--- config.mk ---
export PLATFORM = sky130hd
export DESIGN_NAME = asl_axis_io
export DESIGN_NICKNAME = d
export VERILOG_FILES = /design/src/rtl/asl_pkg.sv /design/src/rtl/asl_axis_io.sv
export SDC_FILE = /design/constraint.sdc
export NUM_CORES = 1
export LEC_CHECK = 0
export ABC_AREA = 1
export BUFFER_PORTS_ARGS = -buffer_cell sky130_fd_sc_hd__buf_2
export CORE_ASPECT_RATIO = 1.1
export CORE_UTILIZATION = 53
export DETAILED_ROUTE_END_ITERATION = 8
export GPL_ROUTABILITY_DRIVEN = 0
export PLACE_DENSITY_LB_ADDON = 0.12
export SYNTH_ARGS = -nofsm -noshare
export SYNTH_HDL_FRONTEND = slang
export SYNTH_SLANG_ARGS = --single-unit
--- constraint.sdc ---
create_clock -name ref_clk -period 5.6 [get_ports ref_clk]
set_input_delay 0.84 -clock ref_clk [delete_from_list [all_inputs] [get_ports ref_clk]]
set_output_delay 0.84 -clock ref_clk [all_outputs]
set_load 0.05 [all_outputs]
--- src/rtl/asl_pkg.sv ---
// constants, field layouts and types for the axis step and limit logic
// How it works
// step output idles high and falls at the start of every step.
// step pulse stays low for half the step period, then returns high.
// direction output is high while commanded position increases.
// direction output is low while commanded position decreases.
// cw/ccw mode pulses cw when increasing, ccw when decreasing.
// unipolar servo mode gives magnitude only; direction pin shows sign.
// bipolar mode gives signed 16 bit command word; zero is null.
// servo axis decodes quadrature phases and index for position feedback.
// drive fault input level is a bit of the axis status word.
// with fault disable on, an active fault disables the axis.
// after fault disable, no motion until fault clears and re-enabled.
// one shared fault, home and limit set feeds both axes.
// position and velocity modes stop only when moving toward the limit.
// contour mode stops on either limit regardless of direction.
// torque mode ignores both limits.
// limit response is decelerate, stop at once, or turn axis off.
// limits can be disabled; disabled limits never stop the axis.
// servo homing zeroes only on index while coarse home is active.
// stepper homing zeroes position on home input activation.
// capture rising edge latches the current axis positions.
// capture source holds pulses 100 ns minimum, retriggers below 1 kHz.
// capture input level is readable as a plain digital input.
// any axis error asserts that axis's driver disable output.
// quadrature decodes four counts per cycle, direction by phase order.
package asl_pkg;
  localparam int unsigned AW = 8;
  localparam logic [AW-1:0] OFS_CTRL        = 8'h00;
  localparam logic [AW-1:0] OFS_STEP_PERIOD = 8'h04;
  localparam logic [AW-1:0] OFS_STEP_RUN    = 8'h08;
  localparam logic [AW-1:0] OFS_SERVO_CMD   = 8'h0C;
  localparam logic [AW-1:0] OFS_STATUS      = 8'h10;
  localparam logic [AW-1:0] OFS_ENC_POS     = 8'h14;
  localparam logic [AW-1:0] OFS_STEP_POS    = 8'h18;
  localparam logic [AW-1:0] OFS_CAP_ENC     = 8'h1C;
  localparam logic [AW-1:0] OFS_CAP_STEP    = 8'h20;

  typedef enum logic [1:0] {
    MODE_POSITION, MODE_VELOCITY, MODE_CONTOUR, MODE_TORQUE
  } asl_mode_t;
  typedef enum logic [1:0] {
    RESP_DECEL, RESP_STOP, RESP_OFF, RESP_SPARE
  } asl_resp_t;

  typedef struct packed {
    logic      home_arm_step;
    logic      home_arm_servo;
    logic      full_current_select;
    logic      unipolar;
    logic      output_mode_select;
    asl_mode_t step_mode;
    asl_mode_t servo_mode;
    asl_resp_t limit_response_config;
    logic      limit_enable;
    logic      fault_disable_on;
    logic      step_en;
    logic      servo_en;
  } asl_ctrl_t;
  localparam int unsigned CTRL_W = $bits(asl_ctrl_t);
  localparam asl_ctrl_t CTRL_RESET = '0;

  typedef struct packed {
    logic cap_flag;
    logic step_homed;
    logic servo_homed;
    logic step_lim_hit;
    logic servo_lim_hit;
    logic step_fault;
    logic servo_fault;
    logic capture_lvl;
    logic home_lvl;
    logic lim_neg_lvl;
    logic lim_pos_lvl;
    logic fault_lvl;
  } asl_status_t;
  localparam int unsigned STAT_W = $bits(asl_status_t);

  typedef struct packed {
    logic dir;
    logic run;
  } asl_run_t;
  localparam int unsigned RUN_W = $bits(asl_run_t);

  typedef struct packed {
    logic fault;
    logic home;
    logic lim_pos;
    logic lim_neg;
  } asl_axis_in_t;
  typedef struct packed {
    logic a;
    logic b;
    logic z;
  } asl_enc_t;
  localparam int unsigned RAW_W = $bits(asl_axis_in_t) + $bits(asl_enc_t) + 1;

  localparam logic [31:0] STEP_MIN_PERIOD  = 32'h0000_0002;
  localparam logic [31:0] STEP_STOP_PERIOD = 32'h0001_0000;
  localparam int unsigned STEP_DECEL_SHIFT = 3;
  localparam logic signed [15:0] SERVO_DECEL_STEP = 16'sh0040;
  localparam logic signed [15:0] SERVO_MAX_POS    = 16'sh7FFF;
  localparam int unsigned CLK_MHZ          = 100;
  localparam int unsigned DECEL_TICK_NS    = 1000;
  localparam int unsigned DECEL_TICK_CYC   = DECEL_TICK_NS * CLK_MHZ / 1000;
  localparam logic [15:0] DECEL_TICK_LAST  = 16'(DECEL_TICK_CYC - 1);
endpackage

--- src/rtl/asl_axis_io.sv ---
// servo and stepper axis motion i/o with apb register slave
//
// The address map and the APB interface to the registers were left to the implementer.
`timescale 1ns/1ns
module asl_axis_io (
  input  wire logic                   ref_clk,          // system clock
  input  wire logic                   nrst,             // async reset, low
  input  wire logic                   psel,             // apb select
  input  wire logic                   penable,          // apb enable
  input  wire logic                   pwrite,           // apb write
  input  wire logic [asl_pkg::AW-1:0] paddr,            // apb byte address
  input  wire logic [31:0]            pwdata,           // apb write data
  output logic      [31:0]            prdata,           // apb read data
  output logic                        pready,           // apb ready
  output logic                        pslverr,          // apb error
  input  wire asl_pkg::asl_axis_in_t  axis_in,          // shared axis inputs
  input  wire logic                   capture_in,       // capture pin
  input  wire asl_pkg::asl_enc_t      enc_in,           // encoder phases
  output logic                        step_or_cw,       // step or cw pulse
  output logic                        dir_or_ccw,       // direction or ccw
  output logic                        step_current_half, // low = full current
  output logic                        step_drv_disable, // stepper disable
  output logic                        step_drv_enable,  // stepper enable
  output logic      [15:0]            servo_cmd_word,   // servo command
  output logic                        servo_unipolar_dir, // servo direction
  output logic                        servo_drv_disable, // servo disable
  output logic                        servo_drv_enable  // servo enable
);
  import asl_pkg::*;

  function automatic logic limit_stop(asl_mode_t m, logic mv_pos,
                                      logic mv_neg, logic lp, logic ln);
    logic r;
    unique case (m)
      MODE_POSITION, MODE_VELOCITY: r = (mv_pos & lp) | (mv_neg & ln);
      MODE_CONTOUR:                 r = (mv_pos | mv_neg) & (lp | ln);
      MODE_TORQUE:                  r = 1'b0;
    endcase
    return r;
  endfunction

  // +1, -1 or 0 from previous and current {a,b}; up order 00,10,11,01
  function automatic logic signed [1:0] quad_delta(logic [1:0] p,
                                                  logic [1:0] c);
    logic signed [1:0] d;
    unique case ({p, c})
      4'b0010, 4'b1011, 4'b1101, 4'b0100: d = 2'sb01;
      4'b0001, 4'b0111, 4'b1110, 4'b1000: d = 2'sb11;
      default:                            d = 2'sb00;
    endcase
    return d;
  endfunction

  function automatic logic sticky(logic cur, logic set, logic clr);
    return set | (cur & ~clr);
  endfunction

  function automatic logic signed [15:0] toward_zero(logic signed [15:0] v);
    logic signed [15:0] r;
    if (v > SERVO_DECEL_STEP)
      r = v - SERVO_DECEL_STEP;
    else if (v < -SERVO_DECEL_STEP)
      r = v + SERVO_DECEL_STEP;
    else
      r = '0;
    return r;
  endfunction

  // input synchronisers and edge history
  logic [RAW_W-1:0] sync1;
  logic [RAW_W-1:0] sync2;
  logic [RAW_W-1:0] hist;
  wire  [RAW_W-1:0] raw = {axis_in, enc_in, capture_in};

  always_ff @(posedge ref_clk or negedge nrst) begin
    if (!nrst) begin
      sync1 <= '0;
      sync2 <= '0;
      hist  <= '0;
    end else begin
      sync1 <= raw;
      sync2 <= sync1;
      hist  <= sync2;
    end
  end

  asl_axis_in_t s_ax;
  asl_enc_t     s_enc;
  asl_enc_t     p_enc;
  asl_axis_in_t p_ax;
  logic         s_cap;
  logic         p_cap;
  assign {s_ax, s_enc, s_cap} = sync2;
  assign {p_ax, p_enc, p_cap} = hist;
  wire z_rise    = s_enc.z & ~p_enc.z;
  wire home_rise = s_ax.home & ~p_ax.home;
  wire cap_rise  = s_cap & ~p_cap;

  // apb decode, one wait state
  wire acc      = psel & penable;
  wire done     = acc & pready;
  wire wr       = done & pwrite;
  wire hit_ctrl = paddr == OFS_CTRL;
  wire hit_per  = paddr == OFS_STEP_PERIOD;
  wire hit_run  = paddr == OFS_STEP_RUN;
  wire hit_cmd  = paddr == OFS_SERVO_CMD;
  wire hit_stat = paddr == OFS_STATUS;
  wire hit_enc  = paddr == OFS_ENC_POS;
  wire hit_spos = paddr == OFS_STEP_POS;
  wire hit_cenc = paddr == OFS_CAP_ENC;
  wire hit_cstp = paddr == OFS_CAP_STEP;
  wire mapped   = hit_ctrl | hit_per | hit_run | hit_cmd | hit_stat |
                  hit_enc | hit_spos | hit_cenc | hit_cstp;
  wire wr_ctrl  = wr & hit_ctrl;
  wire wr_per   = wr & hit_per;
  wire wr_run   = wr & hit_run;
  wire wr_cmd   = wr & hit_cmd;
  wire wr_stat  = wr & hit_stat;
  wire asl_ctrl_t   wctrl = asl_ctrl_t'(pwdata[CTRL_W-1:0]);
  wire asl_status_t wstat = asl_status_t'(pwdata[STAT_W-1:0]);
  wire asl_run_t    wrun  = asl_run_t'(pwdata[RUN_W-1:0]);

  // registers and state
  asl_ctrl_t          ctrl;
  asl_run_t           run;
  logic [31:0]        step_period;
  logic signed [15:0] servo_set;
  logic signed [15:0] servo_eff;
  logic               servo_decel;
  logic               step_decel;
  logic signed [31:0] enc_pos;
  logic signed [31:0] step_pos;
  logic signed [31:0] cap_enc;
  logic signed [31:0] cap_step;
  logic [31:0]        ph_cnt;
  logic [31:0]        cur_period;
  logic               step_lo;
  logic               step_dir;
  logic [15:0]        tick_cnt;
  logic               servo_fault;
  logic               step_fault;
  logic               servo_lim_hit;
  logic               step_lim_hit;
  logic               servo_homed;
  logic               step_homed;
  logic               cap_flag;
  logic [31:0]        next_rdata;

  wire tick = tick_cnt == DECEL_TICK_LAST;

  // fault and limit decisions
  wire fault_trip = ctrl.fault_disable_on & s_ax.fault;
  wire resp_decel = ctrl.limit_response_config == RESP_DECEL;
  wire resp_stop  = ctrl.limit_response_config == RESP_STOP;
  wire resp_off   = ctrl.limit_response_config == RESP_OFF;
  wire servo_stop = ctrl.servo_en & ctrl.limit_enable &
                    limit_stop(ctrl.servo_mode, servo_set > 16'sh0000,
                               servo_set < 16'sh0000,
                               s_ax.lim_pos, s_ax.lim_neg);
  wire step_stop  = ctrl.step_en & ctrl.limit_enable &
                    limit_stop(ctrl.step_mode, run.run & run.dir,
                               run.run & ~run.dir,
                               s_ax.lim_pos, s_ax.lim_neg);
  wire signed [15:0] servo_ramp = toward_zero(servo_eff);
  wire servo_decel_done = servo_decel & tick & (servo_ramp == 16'sh0000);

  // stepper period handling
  wire [31:0] base_period = (step_period < STEP_MIN_PERIOD) ?
                            STEP_MIN_PERIOD : step_period;
  wire [31:0] grown       = cur_period + (cur_period >> STEP_DECEL_SHIFT);
  wire        at_start    = ph_cnt == '0;
  wire        step_done   = step_decel & at_start &
                            (grown >= STEP_STOP_PERIOD);
  wire        step_go     = ctrl.step_en & run.run & ~step_done &
                            ~(step_stop & ~resp_decel);
  wire        start_step  = at_start & step_go;
  wire [31:0] next_period = step_decel ? grown : base_period;
  wire [31:0] half_point  = cur_period >> 1;
  wire        cycle_end   = ph_cnt == cur_period - 32'h0000_0001;
  wire signed [31:0] step_inc = (run.dir ? 32'sd1 : -32'sd1);

  wire servo_lim_set = (servo_stop & ~resp_decel) | servo_decel_done;
  wire step_lim_set  = (step_stop & ~resp_decel) | step_done;

  // control: software writes, hardware disables
  asl_ctrl_t next_ctrl;
  always_comb begin
    next_ctrl = ctrl;
    if (wr_ctrl) begin
      next_ctrl = wctrl;
      // no enable while a fault holds
      if (fault_trip) begin
        next_ctrl.servo_en = ctrl.servo_en;
        next_ctrl.step_en  = ctrl.step_en;
      end
    end
    if (fault_trip) begin
      next_ctrl.servo_en = 1'b0;
      next_ctrl.step_en  = 1'b0;
    end
    if (servo_stop & resp_off)
      next_ctrl.servo_en = 1'b0;
    if (step_stop & resp_off)
      next_ctrl.step_en = 1'b0;
    if (z_rise & s_ax.home & ctrl.home_arm_servo)
      next_ctrl.home_arm_servo = 1'b0;
    if (home_rise & ctrl.home_arm_step)
      next_ctrl.home_arm_step = 1'b0;
  end

  always_ff @(posedge ref_clk or negedge nrst) begin
    if (!nrst) begin
      pready  <= 1'b0;
      prdata  <= '0;
      pslverr <= 1'b0;
    end else begin
      pready  <= acc & ~pready;
      pslverr <= acc & ~pready & ~mapped;
      if (acc & ~pready) begin
        prdata <= mapped ? next_rdata : '0;
      end
    end
  end

  asl_status_t stat;
  assign stat = '{cap_flag: cap_flag, step_homed: step_homed,
                  servo_homed: servo_homed, step_lim_hit: step_lim_hit,
                  servo_lim_hit: servo_lim_hit, step_fault: step_fault,
                  servo_fault: servo_fault, capture_lvl: s_cap,
                  home_lvl: s_ax.home, lim_neg_lvl: s_ax.lim_neg,
                  lim_pos_lvl: s_ax.lim_pos, fault_lvl: s_ax.fault};

  assign next_rdata =
      hit_ctrl ? {{(32-CTRL_W){1'b0}}, ctrl} :
      hit_per  ? step_period :
      hit_run  ? {{(32-RUN_W){1'b0}}, run} :
      hit_cmd  ? {{16{servo_set[15]}}, servo_set} :
      hit_stat ? {{(32-STAT_W){1'b0}}, stat} :
      hit_enc  ? enc_pos :
      hit_spos ? step_pos :
      hit_cenc ? cap_enc :
      cap_step;

  always_ff @(posedge ref_clk or negedge nrst) begin
    if (!nrst) begin
      ctrl        <= CTRL_RESET;
      step_period <= '0;
      tick_cnt    <= '0;
    end else begin
      ctrl     <= next_ctrl;
      tick_cnt <= tick ? '0 : tick_cnt + 16'h0001;
      if (wr_per)
        step_period <= pwdata;
    end
  end

  // sticky status flags, set beats clear
  always_ff @(posedge ref_clk or negedge nrst) begin
    if (!nrst) begin
      servo_fault   <= 1'b0;
      step_fault    <= 1'b0;
      servo_lim_hit <= 1'b0;
      step_lim_hit  <= 1'b0;
      servo_homed   <= 1'b0;
      step_homed    <= 1'b0;
      cap_flag      <= 1'b0;
    end else begin
      servo_fault   <= sticky(servo_fault, fault_trip & ctrl.servo_en,
                              wr_stat & wstat.servo_fault);
      step_fault    <= sticky(step_fault, fault_trip & ctrl.step_en,
                              wr_stat & wstat.step_fault);
      servo_lim_hit <= sticky(servo_lim_hit, servo_lim_set,
                              wr_stat & wstat.servo_lim_hit);
      step_lim_hit  <= sticky(step_lim_hit, step_lim_set,
                              wr_stat & wstat.step_lim_hit);
      servo_homed   <= sticky(servo_homed,
                              z_rise & s_ax.home & ctrl.home_arm_servo,
                              wr_stat & wstat.servo_homed);
      step_homed    <= sticky(step_homed, home_rise & ctrl.home_arm_step,
                              wr_stat & wstat.step_homed);
      cap_flag      <= sticky(cap_flag, cap_rise,
                              wr_stat & wstat.cap_flag);
    end
  end

  // servo command path
  always_ff @(posedge ref_clk or negedge nrst) begin
    if (!nrst) begin
      servo_set   <= '0;
      servo_eff   <= '0;
      servo_decel <= 1'b0;
    end else begin
      if (wr_cmd)
        servo_set <= pwdata[15:0];
      if (!ctrl.servo_en) begin
        servo_eff   <= '0;
        servo_decel <= 1'b0;
      end else if (servo_stop & resp_stop) begin
        servo_eff <= '0;
        servo_set <= '0;
      end else if (servo_decel | (servo_stop & resp_decel)) begin
        servo_decel <= ~servo_decel_done;
        if (tick)
          servo_eff <= servo_ramp;
        if (servo_decel_done)
          servo_set <= '0;
      end else begin
        servo_eff <= servo_set;
      end
    end
  end

  wire servo_neg = servo_eff[15];
  wire signed [15:0] servo_mag = servo_eff == 16'sh8000 ? SERVO_MAX_POS :
                                 servo_neg ? -servo_eff : servo_eff;

  // encoder feedback, homing and capture
  always_ff @(posedge ref_clk or negedge nrst) begin
    if (!nrst) begin
      enc_pos  <= '0;
      cap_enc  <= '0;
      cap_step <= '0;
    end else begin
      if (z_rise & s_ax.home & ctrl.home_arm_servo)
        enc_pos <= '0;
      else
        enc_pos <= enc_pos + 32'(quad_delta({p_enc.a, p_enc.b},
                                            {s_enc.a, s_enc.b}));
      if (cap_rise) begin
        cap_enc  <= enc_pos;
        cap_step <= step_pos;
      end
    end
  end

  // stepper pulse generator
  always_ff @(posedge ref_clk or negedge nrst) begin
    if (!nrst) begin
      run        <= '0;
      step_decel <= 1'b0;
      ph_cnt     <= '0;
      cur_period <= STEP_MIN_PERIOD;
      step_lo    <= 1'b0;
      step_dir   <= 1'b1;
      step_pos   <= '0;
    end else begin
      if (wr_run)
        run <= wrun;
      if ((step_stop & resp_stop) | step_done)
        run.run <= 1'b0;
      if (!ctrl.step_en | step_done | (wr_run & ~wrun.run))
        step_decel <= 1'b0;
      else if (step_stop & resp_decel)
        step_decel <= 1'b1;
      if (start_step) begin
        step_lo    <= 1'b1;
        step_dir   <= run.dir;
        cur_period <= next_period;
        ph_cnt     <= 32'h0000_0001;
      end else if (!at_start) begin
        if (ph_cnt == half_point)
          step_lo <= 1'b0;
        ph_cnt <= cycle_end ? '0 : ph_cnt + 32'h0000_0001;
      end else begin
        step_dir <= run.dir;
      end
      if (home_rise & ctrl.home_arm_step)
        step_pos <= '0;
      else if (start_step)
        step_pos <= step_pos + step_inc;
    end
  end

  // registered pin outputs
  always_ff @(posedge ref_clk or negedge nrst) begin
    if (!nrst) begin
      step_or_cw         <= 1'b1;
      dir_or_ccw         <= 1'b1;
      step_current_half  <= 1'b1;
      step_drv_disable   <= 1'b1;
      step_drv_enable    <= 1'b0;
      servo_cmd_word     <= '0;
      servo_unipolar_dir <= 1'b1;
      servo_drv_disable  <= 1'b1;
      servo_drv_enable   <= 1'b0;
    end else begin
      if (ctrl.output_mode_select) begin
        step_or_cw <= ~(step_lo & step_dir);
        dir_or_ccw <= ~(step_lo & ~step_dir);
      end else begin
        step_or_cw <= ~step_lo;
        dir_or_ccw <= step_dir;
      end
      step_current_half  <= ~ctrl.full_current_select;
      servo_cmd_word     <= ctrl.unipolar ? servo_mag : servo_eff;
      servo_unipolar_dir <= ~servo_neg;
      step_drv_disable   <= ~ctrl.step_en | s_ax.fault | step_lim_hit;
      step_drv_enable    <= ctrl.step_en & ~s_ax.fault & ~step_lim_hit;
      servo_drv_disable  <= ~ctrl.servo_en | s_ax.fault |
                            servo_lim_hit;
      servo_drv_enable   <= ctrl.servo_en & ~s_ax.fault & ~servo_lim_hit;
    end
  end
endmodule

# Yosys cells after proc, flatten, opt, wreduce, memory -nomap -nowiden
# Memory sizes are Yosys's and may differ from the RTL's.
# Cells that the tools add are included.
# totals
ff_bits,381
romBits,32
inputBits,53
out_inout_bits,58
elab_cells,294
mem_count,1
# memory_table
name,words,width,read_ports,rd_ports_with_merged_regs,write_ports,line_no,source
(name not given),16,2,1,0,0,asl_axis_io.sv:46,"unique case ({p, c})"
# classes
n_addsub,9
magnitude_cmp,6
n_eq_ne,24
n_mux,57
bitwise_logic,127
n_reduce_logical,20
# op_table
cell,count
two-way mux 32 bit,18
two-way mux 16 bit,15
AND 1 bit,68
adder 32 x 1 -> 32 bit (second input constant),1
adder 32 x 2 -> 32 bit,1
adder 32 x 29 -> 32 bit,1
adder 32 bit,1
equality test 32 x 31 -> 1 bit,1
equality test 32 bit,1
equality test 8 x 5 -> 1 bit (second input constant),4
>= comparator 32 x 17 -> 1 bit (second input constant),1
logical NOT 32 bit,1
< comparator 32 x 2 -> 1 bit (second input constant),1
subtractor 32 x 1 -> 32 bit (second input constant),1
OR 1 bit,30
NOT 1 bit,29
two-way mux 1 bit,18
adder 16 x 1 -> 16 bit (second input constant),1
adder 16 x 8 -> 16 bit (second input constant),1
equality test 16 bit (second input constant),1
equality test 16 x 7 -> 1 bit (second input constant),1
equality test 8 x 4 -> 1 bit (second input constant),2
> comparator 16 x 1 -> 1 bit (second input constant),1
> comparator 16 x 8 -> 1 bit (second input constant),1
22 further kinds,43

# Logic depth before layout (Yosys ltp)
# Gate-level depths: netlist (run 1).
# logic_depth
ltp_word,12
mapped_depth,23
mapped_depth_nobuf,22

# Worst setup path after synthesis (run 1)
# No wires, ideal clock.
# synth_timing
path_kind,register to register
start,reg sync2[2]
end,reg enc_pos[23]
setup_ps,130
arrival_time_ps,3141
slack_ps,2328
path_stages_with_launch,16
n_path_buf,0
period_less_slack_ps,3272
path_cell_list,dfrtp_1 -> inv_1 -> ha_1 -> nand2_1 -> nand3_1 -> nand2_1 -> inv_1 -> ha_1 -> o21ai_0 -> o21ai_0 -> a21boi_0 -> o21ai_0 -> a21o_1 -> a21oi_1 -> xor2_1 -> nor2_1
# synth_between
elab_chain_cells,4
# synth_lines
item,line_no,source
"start, declared",asl_axis_io.sv:71,logic [RAW_W-1:0] sync2;
"start signal, assigned",asl_axis_io.sv:82,sync2 <= sync1;
memory (16 x 2 bit),-,
two-way mux 2 bit,asl_axis_io.sv:324,if (z_rise & s_ax.home & ctrl.home_arm_servo)
adder 32 x 2 -> 32 bit,asl_axis_io.sv:327,"enc_pos <= enc_pos + 32'(quad_delta({p_enc.a, p_enc.b},"
two-way mux 32 bit,asl_axis_io.sv:324,
"end signal, assigned",asl_axis_io.sv:327,
"end, declared",asl_axis_io.sv:131,logic signed [31:0] enc_pos;
# Every way passes these cells. The select of a mux whose other input is x is not followed.
# A chain may end at the register's enable or synchronous reset.

# Worst setup path in the final report (run 1)
# layout_timing
start,reg sync2[2]
end,reg enc_pos[17]
# Same word-level chain as after synthesis.

==> metrics list, run 1 <==
- The clock passes through at most 3 buffers.
* YS warnings: 0
- Count of cell types in the netlist: 67
* Cell type group with the largest total delay on the critical path: compound AO/OA/AOI/OAI gates
- The H-tree was split into 2 levels.
- Among all flip-flop cells after synthesis, the most frequent one is sky130_fd_sc_hd__dfrtp_1.
- Dividing the final minimum period by the clock period gives 0.767.
- The detail route stage leaves a number of antenna-violating nets equal to 0.
- Total negative setup slack: 0 ns
* Cell with the most instances on the worst path: sky130_fd_sc_hd__o21ai_0
- Global routing finished with a remaining overflow of 0.
- The share of synthesized area in the top cell type comes to 0.366.
- Traced cell by cell, the critical path runs through inv_1 -> ha_1 -> nand2_1 -> nand3_1 -> nand2_1 -> inv_1 -> ha_1 -> nor2_1 -> nand2_1 -> o21ai_0 -> o21ai_0 -> a21boi_0 -> o21ai_0 -> a21oi_1 -> o21ai_0 -> o21ai_0 -> a21oi_1.
- The clock drives 379 sinks.
* Slew Limit Headroom: 0.236
* Floorplan Core Area: 0.0469 mm2
- During I/O placement, the number of pins put on the boundary was 111.
* Post-synth EDFFs: 0
* Unrepaired setup endpoints after global routing: false
- For the worst setup path, the data arrival time is 4.82 ns.
* Wire length of the first global-routing pass: 125000 um
- Largest cells by area after synthesis: sky130_fd_sc_hd__dfrtp_1 (37%), sky130_fd_sc_hd__nand2_1 (12%), sky130_fd_sc_hd__inv_1 (5.6%)
* Power after layout: 7.79 mW
- Slew Limit Fails: 0
- The initial utilization of the core area, before any placement, comes to 0.541.
- At the worst endpoint, the required time is 6.12 ns.
- Detail Placement HPWL: 57800 um
- Once placement completed, the tool counted placed cells totaling 4112.
- The final layout contains 3680 nets.
* Routed wire per std cell: 18.5 um
* Detailed Route WL: 77600 um
- Kind of launch point of the worst setup path: flop
* Chip Width: 211 um
- Of all nets on the critical path, the largest fanout is 30.
* Most used standard cells in the synthesized netlist: sky130_fd_sc_hd__nand2_1 (842), sky130_fd_sc_hd__inv_1 (378), sky130_fd_sc_hd__dfrtp_1 (371)
- Async SR Flop Fraction: 1.00
- Number of placement rows: 83
- After layout, the minimum clock period comes to 4.29 ns.
* Router iterations before antenna repair: 6
- Run status: finished, final reports clean
* Maximum number of pins on one net before global-route repair: 141
- Height of the die: 232 um
- Slew at the pin closest to its max-slew limit: 1.14 ns
- The worst setup path is of the reg -> reg kind.
- Register clock-pin slew on the reported worst setup and hold paths: 0.06 ns
- Post-CTS Setup Inserts: 0
- In this run the cell area of the synthesized design comes to 0.0254 mm2.
* Highest-delay cell along the critical path: sky130_fd_sc_hd__inv_1
- DR iter-0 viols: 2167
- Vias in the first global route: 23753
* Setup Viol. Count Final: 0
* Layout-stage area growth over the synthesis result: 9.92%
- Peak supply drop: 0.000361 V
* Synthesized flop and latch total: 379
- Number of buffers added by the clock tree synthesis step: 44
* Biggest cell delay along the critical path: 0.81 ns
- Of the cells placed in the final design, the portion with a size suffix greater than 1 is 0.103.
- For this run, the register share of the synthesized area comes to 0.374.
* Vias per cell: 5.79
* Most used standard cell by instance count after synthesis: sky130_fd_sc_hd__nand2_1
- Timing-limited maximum frequency: 233 MHz
- The number of antenna violations at the first check in global routing was 0.
- Hold-fix buffer count after cts: 0
- Relative contribution of sequential cells to total power: 0.427
- Internal power of the cells: 5.25 mW
- Overall die area: 0.0488 mm2
- Buffers placed on the I/O ports in this run total 110.
- The number of buffers and inverters on the critical path is 2.
- Clock skew on the completed layout was measured at 0.0188 ns.
* Skew-Pair Late Insertion Delay: 0.60 ns
* Part of the total power dissipated in combinational logic: 0.202
- In this run the power spent charging and discharging nets is 2.53 mW.
- Global-route usage over all layers: 0.321
- The worst setup path is captured at a flop.
- In the routed design, unresolved DRC markers number 0.
- Part of the total power dissipated in the clock network: 0.370
- Clock tree from TritonCTS: built
* Post-cts repair resize count: 0
* Final number of hold-violating endpoints: 0
* Fraction of power spent switching nets: 0.326
- In this run the mean area of a mapped cell was 7.35 um2.
* Post-synthesis net count: 3614
* Instance count of the mapped netlist: 3455
* Non-filler cells in the finished layout: 4195
- Power spread over the standard cell area amounts to 279 mW/mm2.
- The tightest min-delay check is of the in -> async type.
* Largest area contributor in the netlist: sky130_fd_sc_hd__dfrtp_1
* Library cell used as clock root buffer: sky130_fd_sc_hd__clkbuf_16
* Max-cap violation count: 0
* Leak: 14.4 nW
- DR vias: 24269
-- cells in the final DEF (no fill, tap or decap), types with 10 or more instances in the layout --
master	instances
sky130_fd_sc_hd__a21oi_1	230
sky130_fd_sc_hd__a22oi_1	17
sky130_fd_sc_hd__a31oi_1	10
sky130_fd_sc_hd__buf_2	109
sky130_fd_sc_hd__buf_4	25
sky130_fd_sc_hd__clkbuf_1	11
sky130_fd_sc_hd__clkbuf_16	45
sky130_fd_sc_hd__clkbuf_8	11
sky130_fd_sc_hd__dfrtp_1	371
sky130_fd_sc_hd__ha_1	103
sky130_fd_sc_hd__inv_1	378
sky130_fd_sc_hd__mux2_2	74
sky130_fd_sc_hd__nand2_1	840
sky130_fd_sc_hd__nand2_2	14
sky130_fd_sc_hd__nand3_1	202
sky130_fd_sc_hd__nand4_1	57
sky130_fd_sc_hd__nor2_1	347
sky130_fd_sc_hd__nor2_2	19
sky130_fd_sc_hd__nor3_1	49
sky130_fd_sc_hd__nor4_1	30
sky130_fd_sc_hd__o211ai_1	18
sky130_fd_sc_hd__o21ai_0	264
sky130_fd_sc_hd__o221ai_1	14
sky130_fd_sc_hd__o22ai_1	31
sky130_fd_sc_hd__xnor2_1	45
sky130_fd_sc_hd__xor2_1	85
-- cell type report --
type / count / area [um2]
Clock inverter: 15 / 138
Tap cell: 637 / 797
Antenna cell: 1 / 2.50
Multi-Input combinational cell: 2568 / 13900
Fill cell: 4398 / 19000
Inverter: 391 / 1470
Clock buffer: 67 / 1320
Timing Repair Buffer: 137 / 788
Sequential cell: 379 / 9490
-- flip-flops by register name, indices dropped and copies added (netlist names), 32 cells and up --
signal       flops
cap_enc         32
cap_step        32
cur_period      32
enc_pos         32
ph_cnt          32
prdata          32
step_period     32
step_pos        32
-- path summary, 6_finish.rpt --
| path | startpoint | end | slack (ns) | depth (start not counted) |
|---|---|---|---|---|
| min in group ref_clk | capture_in | sync1[0] | 0.34 | 1 |
| max reg2reg | sync2[2] | enc_pos[17] | 1.31 | 17 |
| max in group asynchronous | nrst | enc_pos[20] | 4.22 | 2 |
| min | nrst | servo_cmd_word[9] | 0.09 | 1 |
| min reg2reg | sync1[7] | sync2[7] | 0.35 | 0 |
| max | sync2[2] | enc_pos[17] | 1.31 | 17 |
-- per-stage QoR --
step,util,area [um2],hold slack (ns),setup WS [ns]
after floorplan,-,25400,0.331,2.33
after global placement,0.564,26500,0.337,1.51
after detailed placement,0.564,26500,0.336,1.40
after CTS,0.595,27900,0.0821,1.39
after global routing,0.595,27900,0.100,0.856
final,0.595,27900,0.0899,1.31
-- power groups by stage --
stage / Sequential [mW] / Combinational (mW) / Clock [mW]
global placement: 3.35 / 1.50 / 0
detailed placement: 3.37 / 1.55 / 0
floorplan: 3.22 / 1.15 / 0
CTS: 3.32 / 1.55 / 2.93
finish: 3.33 / 1.57 / 2.88
global route: 3.35 / 1.77 / 3.04
-- per-layer routing --
metal	routed length, um	up-vias	track usage	part of all wire
li1	-	11619	-	-
met4	4140	0	0.163	0.053
met2	36600	940	0.538	0.47
met5	0	-	0	0
met3	4950	265	0.0416	0.064
met1	31900	11445	0.408	0.41
-- cell families after synthesis --
kind of cell | count (synthesis) | share of synthesized area
flip-flops | 379 | 0.374
adder cells (fa/ha/maj) | 106 | 0.0531
AO/OA/AOI/OAI | 646 | 0.142
XOR/XNOR | 130 | 0.0448
buffers and inverters | 508 | 0.0793
multiplexers | 77 | 0.0340
AND/OR/NAND/NOR | 1609 | 0.272
Note: power is estimated with default switching activity, not from simulation.
==> inputs of run 2 (changes only) <==
- ABC_AREA: 1 -> 0
- clock period: 5.6 -> 3.8 ns (I/O delays scaled with it)
==> run 2 against run 1 <==
Cell area increased by 4.4%. Clock-buffer cell count decreased by 9. Sequential power increased by 47%. Hold slack got worse by 0.0037 ns. The run now ends with setup timing left. Utilization increased by 7.5 points. Register-to-register slack got worse by 1.7 ns. Critical path type unchanged. Largest power group unchanged. Sequential cell count unchanged. Combinational power increased by 75%. Setup slack got worse by 1.7 ns. Synthesized cell count decreased by 25%.
==> metrics list, run 2 <==
* Run status: complete, but fails checks
- Failing checks: setup timing
* Non-filler cells in the finished layout: 3497 (-17%)
- The part of the cycle the worst path needs was 1.11 (+0.343).
- Register-to-Register Path Depth: 15 (-2)
* Slew Limit Fails: 0 (unchanged)
* Clock tree skew after final layout: 0.0317 ns (+0.0130 ns)
- Port bufs: 110 (unchanged)
- Most used standard cells in the synthesized netlist: sky130_fd_sc_hd__dfrtp_1 (371), sky130_fd_sc_hd__a21oi_1 (248), sky130_fd_sc_hd__nor2_1 (244)
- The slowest stage of the critical path is the sky130_fd_sc_hd__o41a_1 cell.
* Max-cap violation count: 0 (unchanged)
* Count of cell types in the netlist: 74 (+10%)
- The I/O pin count is 111 (unchanged).
- The total global routing track utilization came to 0.308 (-0.0130).
- Worst flop-to-flop path endpoint: cur_period[13]
- The critical path starts at cur_period[4].
- Timing-limited maximum frequency: 237 MHz (+1.8%)
- YS warnings: 0 (unchanged)
* Met1 wire length: 29300 um (-7.9%)
- The final routed DRC violation total was 0 (unchanged).
* Clock tree from TritonCTS: built
- Utilization after layout: 0.670 (+0.0749)
- Capturing element type of the critical path: flop
* Filler cell count in the final layout: 3519 (-20%)
- Worst EP arrival: 4.69 ns (-0.13 ns)
- Critical setup path kind: reg -> reg
- The synthesized netlist net count is 2750 (-24%).
* List of cells traversed by the critical path: buf_6 -> fa_2 -> a211oi_2 -> o211ai_1 -> and4b_2 -> o41ai_4 -> mux2i_1 -> a21oi_1 -> and4b_1 -> nand4_1 -> o41a_1 -> nor3_4 -> buf_4 -> buf_8 -> mux2_2
- Number of nets with antenna violations after detailed routing: 0 (unchanged)
* Summed instance area of the synthesized netlist: 0.0235 mm2 (-7.4%)
- The logic depth of the worst setup path including buffers was 15 (-2).
- DR iter-0 viols: 1693 (-22%)
- Setup repair after global routing could not meet its margin everywhere.
- The peak supply drop was 0.000386 V (+6.9%).
- Number of placement rows: 80 (-3.6%)
- Final number of hold-violating endpoints: 0 (unchanged)
* Instance count of the mapped netlist: 2591 (-25%)
- Hold crit path type: in -> reg
* Maximum fanout along the worst path: 7 (-77%)
- The sequential-to-total area share from yosys stat came to 0.404 (+0.0298).
* Wire length of the first global-routing pass: 112000 um (-10%)
* Register clock-pin slew on the reported worst setup and hold paths: 0.06 ns (about the same)
- Mean post-synth cell area: 9.08 um2 (+24%)
- Number of clock sinks seen by CTS: 379 (unchanged)
- PwrDens: 418 mW/mm2 (+50%)
- WP buf/inv: 3 (+1)
* Skew-Pair Late Insertion Delay: 0.60 ns (about the same)
- Layout-stage area growth over the synthesis result: 23.9%
- DR vias: 21343 (-12%)
* H-tree depth: 2 (unchanged)
* Initial core utilization: 0.540 (-0.000791)
- Slew Limit Headroom: 0.492 (+0.256)
- The count of placed standard cells including taps was 3364 (-18%).
* Kind of launch point of the worst setup path: flop
- The worst path setup slack after routing came to -0.417 ns (-1.72 ns).
- The number of antenna violations at the first check in global routing is 0 (unchanged).
- Vias in the first global route: 21118 (-11%)
- The final-report setup violation count is 102 (+102).
- The tree is rooted in a sky130_fd_sc_hd__clkbuf_16.
* Chip Width: 203 um (-3.7%)
- Number of nets in the final layout: 3050 (-17%)
- Primary FF master, synth: sky130_fd_sc_hd__dfrtp_1
- The vertical die dimension is 223 um (-3.7%).
- Leak: 14.2 nW (-1.4%)
- The placed wire-length estimate was 49800 um (-14%).
- The routed wire length on met2 is 34600 um (-5.4%).
* Yosys top cell area share: 0.395 (+0.0291)
- Most used standard cell by instance count after synthesis: sky130_fd_sc_hd__dfrtp_1
- The largest total area in the synthesized netlist belongs to sky130_fd_sc_hd__dfrtp_1.
* Slew at the pin closest to its max-slew limit: 0.759 ns (-0.379 ns)
* Clock tree buffer depth: 3 (unchanged)
- Total inserted antenna cells: 0 (-1)
- The residual overflow from global routing is 0 (unchanged).
- Worst path required time: 4.27 ns (-1.85 ns)
- Capture point of the critical path: cur_period[13]
- Time the final worst path needs with I/O delays and setup: 4.22 ns (-0.0769 ns)
* Largest cells by area after synthesis: sky130_fd_sc_hd__dfrtp_1 (39%), sky130_fd_sc_hd__mux2_2 (6.1%), sky130_fd_sc_hd__ha_1 (5.5%)
- The CTS buffer count was 44 (unchanged).
- Reg-to-reg slack, setup: -0.42 ns (-1.72 ns)
* Routed wire per std cell: 20.3 um (+10%)
- The maximum single-stage delay on the critical path came to 0.51 ns (-0.30 ns).
* Met3 wire length: 4130 um (-16%)
- Async SR Flop Fraction: 1.00 (unchanged)
* Synthesized flop and latch total: 379 (unchanged)
- In the layout the commonest cells are sky130_fd_sc_hd__dfrtp_1 (366), sky130_fd_sc_hd__buf_4 (265), sky130_fd_sc_hd__nor2_1 (241).
- RR Startpoint: cur_period[4]
- Share of cells above drive strength 1: 0.258 (+0.155)
- Vias per cell: 6.10 (+5.5%)
- The core box area is 0.0435 mm2 (-7.2%).
- The overall die area came to 0.0452 mm2 (-7.3%).
- Post-synth EDFFs: 0 (unchanged)
* Cell type group with the largest total delay on the critical path: compound AO/OA/AOI/OAI gates
* Router iterations before antenna repair: 6 (unchanged)
* Most common cell after layout, fill and taps aside: sky130_fd_sc_hd__dfrtp_1
* Detailed Route WL: 71100 um (-8.3%)
- The largest net degree at the start of global routing is 74 (-48%).
* Uppermost routed layer: met4
## run 2: cell types whose count changed after synthesis, moves of 58 or more
cell                      before  now
sky130_fd_sc_hd__inv_1       378   47
sky130_fd_sc_hd__nand3_1     202   54
sky130_fd_sc_hd__nor2_1      350  244
sky130_fd_sc_hd__o21ai_0     264  201
sky130_fd_sc_hd__nand2_1     842  237
sky130_fd_sc_hd__xnor2_1      45  103
## run 2: cell type report
| class | instances | area [um2] | area share |
|---|---|---|---|
| tap | 574 | 718 | 0.0246 |
| inverter | 47 | 180 | 0.00618 |
| sequential | 379 | 9500 | 0.326 |
| timing repair buffer | 416 | 3230 | 0.111 |
| multi-input combinational | 2003 | 14000 | 0.479 |
| clock buffer | 58 | 1210 | 0.0417 |
| clock inverter | 20 | 332 | 0.0114 |
## run 2: cells by family after synthesis
logic type      after synthesis  share of synthesized area
fa+ha+maj                   106                     0.0573
flops                       379                      0.404
mux                         181                     0.0845
compound gates              724                      0.186
simple gates                785                      0.157
buf+inv                     209                     0.0343
xor+xnor                    207                     0.0771
## run 2: worst min path at each step
stage	startpoint	to	cells after the start
2_1_floorplan	nrst	cap_enc[0]	0
4_1_cts	axis_in[0]	sync1[4]	1
3_3_place_gp	sync1[3]	sync2[3]	0
6_report	axis_in[3]	sync1[7]	1
5_1_grt	axis_in[0]	sync1[4]	1
3_5_place_dp	sync1[5]	sync2[5]	0
## run 2: what timing repair did
| action | in CTS | in global routing |
|---|---|---|
| pin swaps | 42 | 34 |
| endpoints found under the setup margin | 110 | 111 |
| hold buffers | 1 | 0 |
| setup buffers | 31 | 17 |
| hold endpoints to repair | 46 | 0 |
| cloned | 3 | 6 |
| resized for setup | 62 | 124 |
## run 2: worst reg2reg max path, cell delays in order (launching register included)
cell and delay (ns):
sky130_fd_sc_hd__dfrtp_2 0.47, sky130_fd_sc_hd__buf_6 0.15, sky130_fd_sc_hd__fa_2 0.36, sky130_fd_sc_hd__a211oi_2 0.27
sky130_fd_sc_hd__o211ai_1 0.18, sky130_fd_sc_hd__and4b_2 0.30, sky130_fd_sc_hd__o41ai_4 0.24, sky130_fd_sc_hd__mux2i_1 0.25
sky130_fd_sc_hd__a21oi_1 0.08, sky130_fd_sc_hd__and4b_1 0.25, sky130_fd_sc_hd__nand4_1 0.13, sky130_fd_sc_hd__o41a_1 0.51
sky130_fd_sc_hd__nor3_4 0.24, sky130_fd_sc_hd__buf_4 0.18, sky130_fd_sc_hd__buf_8 0.13, sky130_fd_sc_hd__mux2_2 0.33
## run 2: per-stage QoR
step / TNS [ns] / total power [mW] / area [um2] / hold slack, ns / worst slack, ns
after global routing: -44.50 / 12.7 / 29200 / 0.0745 / -0.532
final: -30.92 / 12.2 / 29200 / 0.0862 / -0.417
after detailed placement: -38.31 / 7.26 / 26300 / 0.337 / -0.445
after floorplan: -30.51 / 6.37 / 23600 / 0.274 / -0.437
after CTS: -29.31 / 12.0 / 28500 / 0.0594 / -0.408
after global placement: -28.22 / 7.13 / 26300 / 0.333 / -0.349
## run 2: power by group
group	internal, mW	switching [mW]
logic	1.32	1.42
clock network	2.75	1.81
registers	4.47	0.410
total	8.54	3.64
## run 2: routing by layer
layer | global-route usage | vias up
li1 | - | 9932
met3 | 0.0323 | 184
met5 | 0 | -
met4 | 0.126 | 0
met1 | 0.406 | 10466
met2 | 0.518 | 761
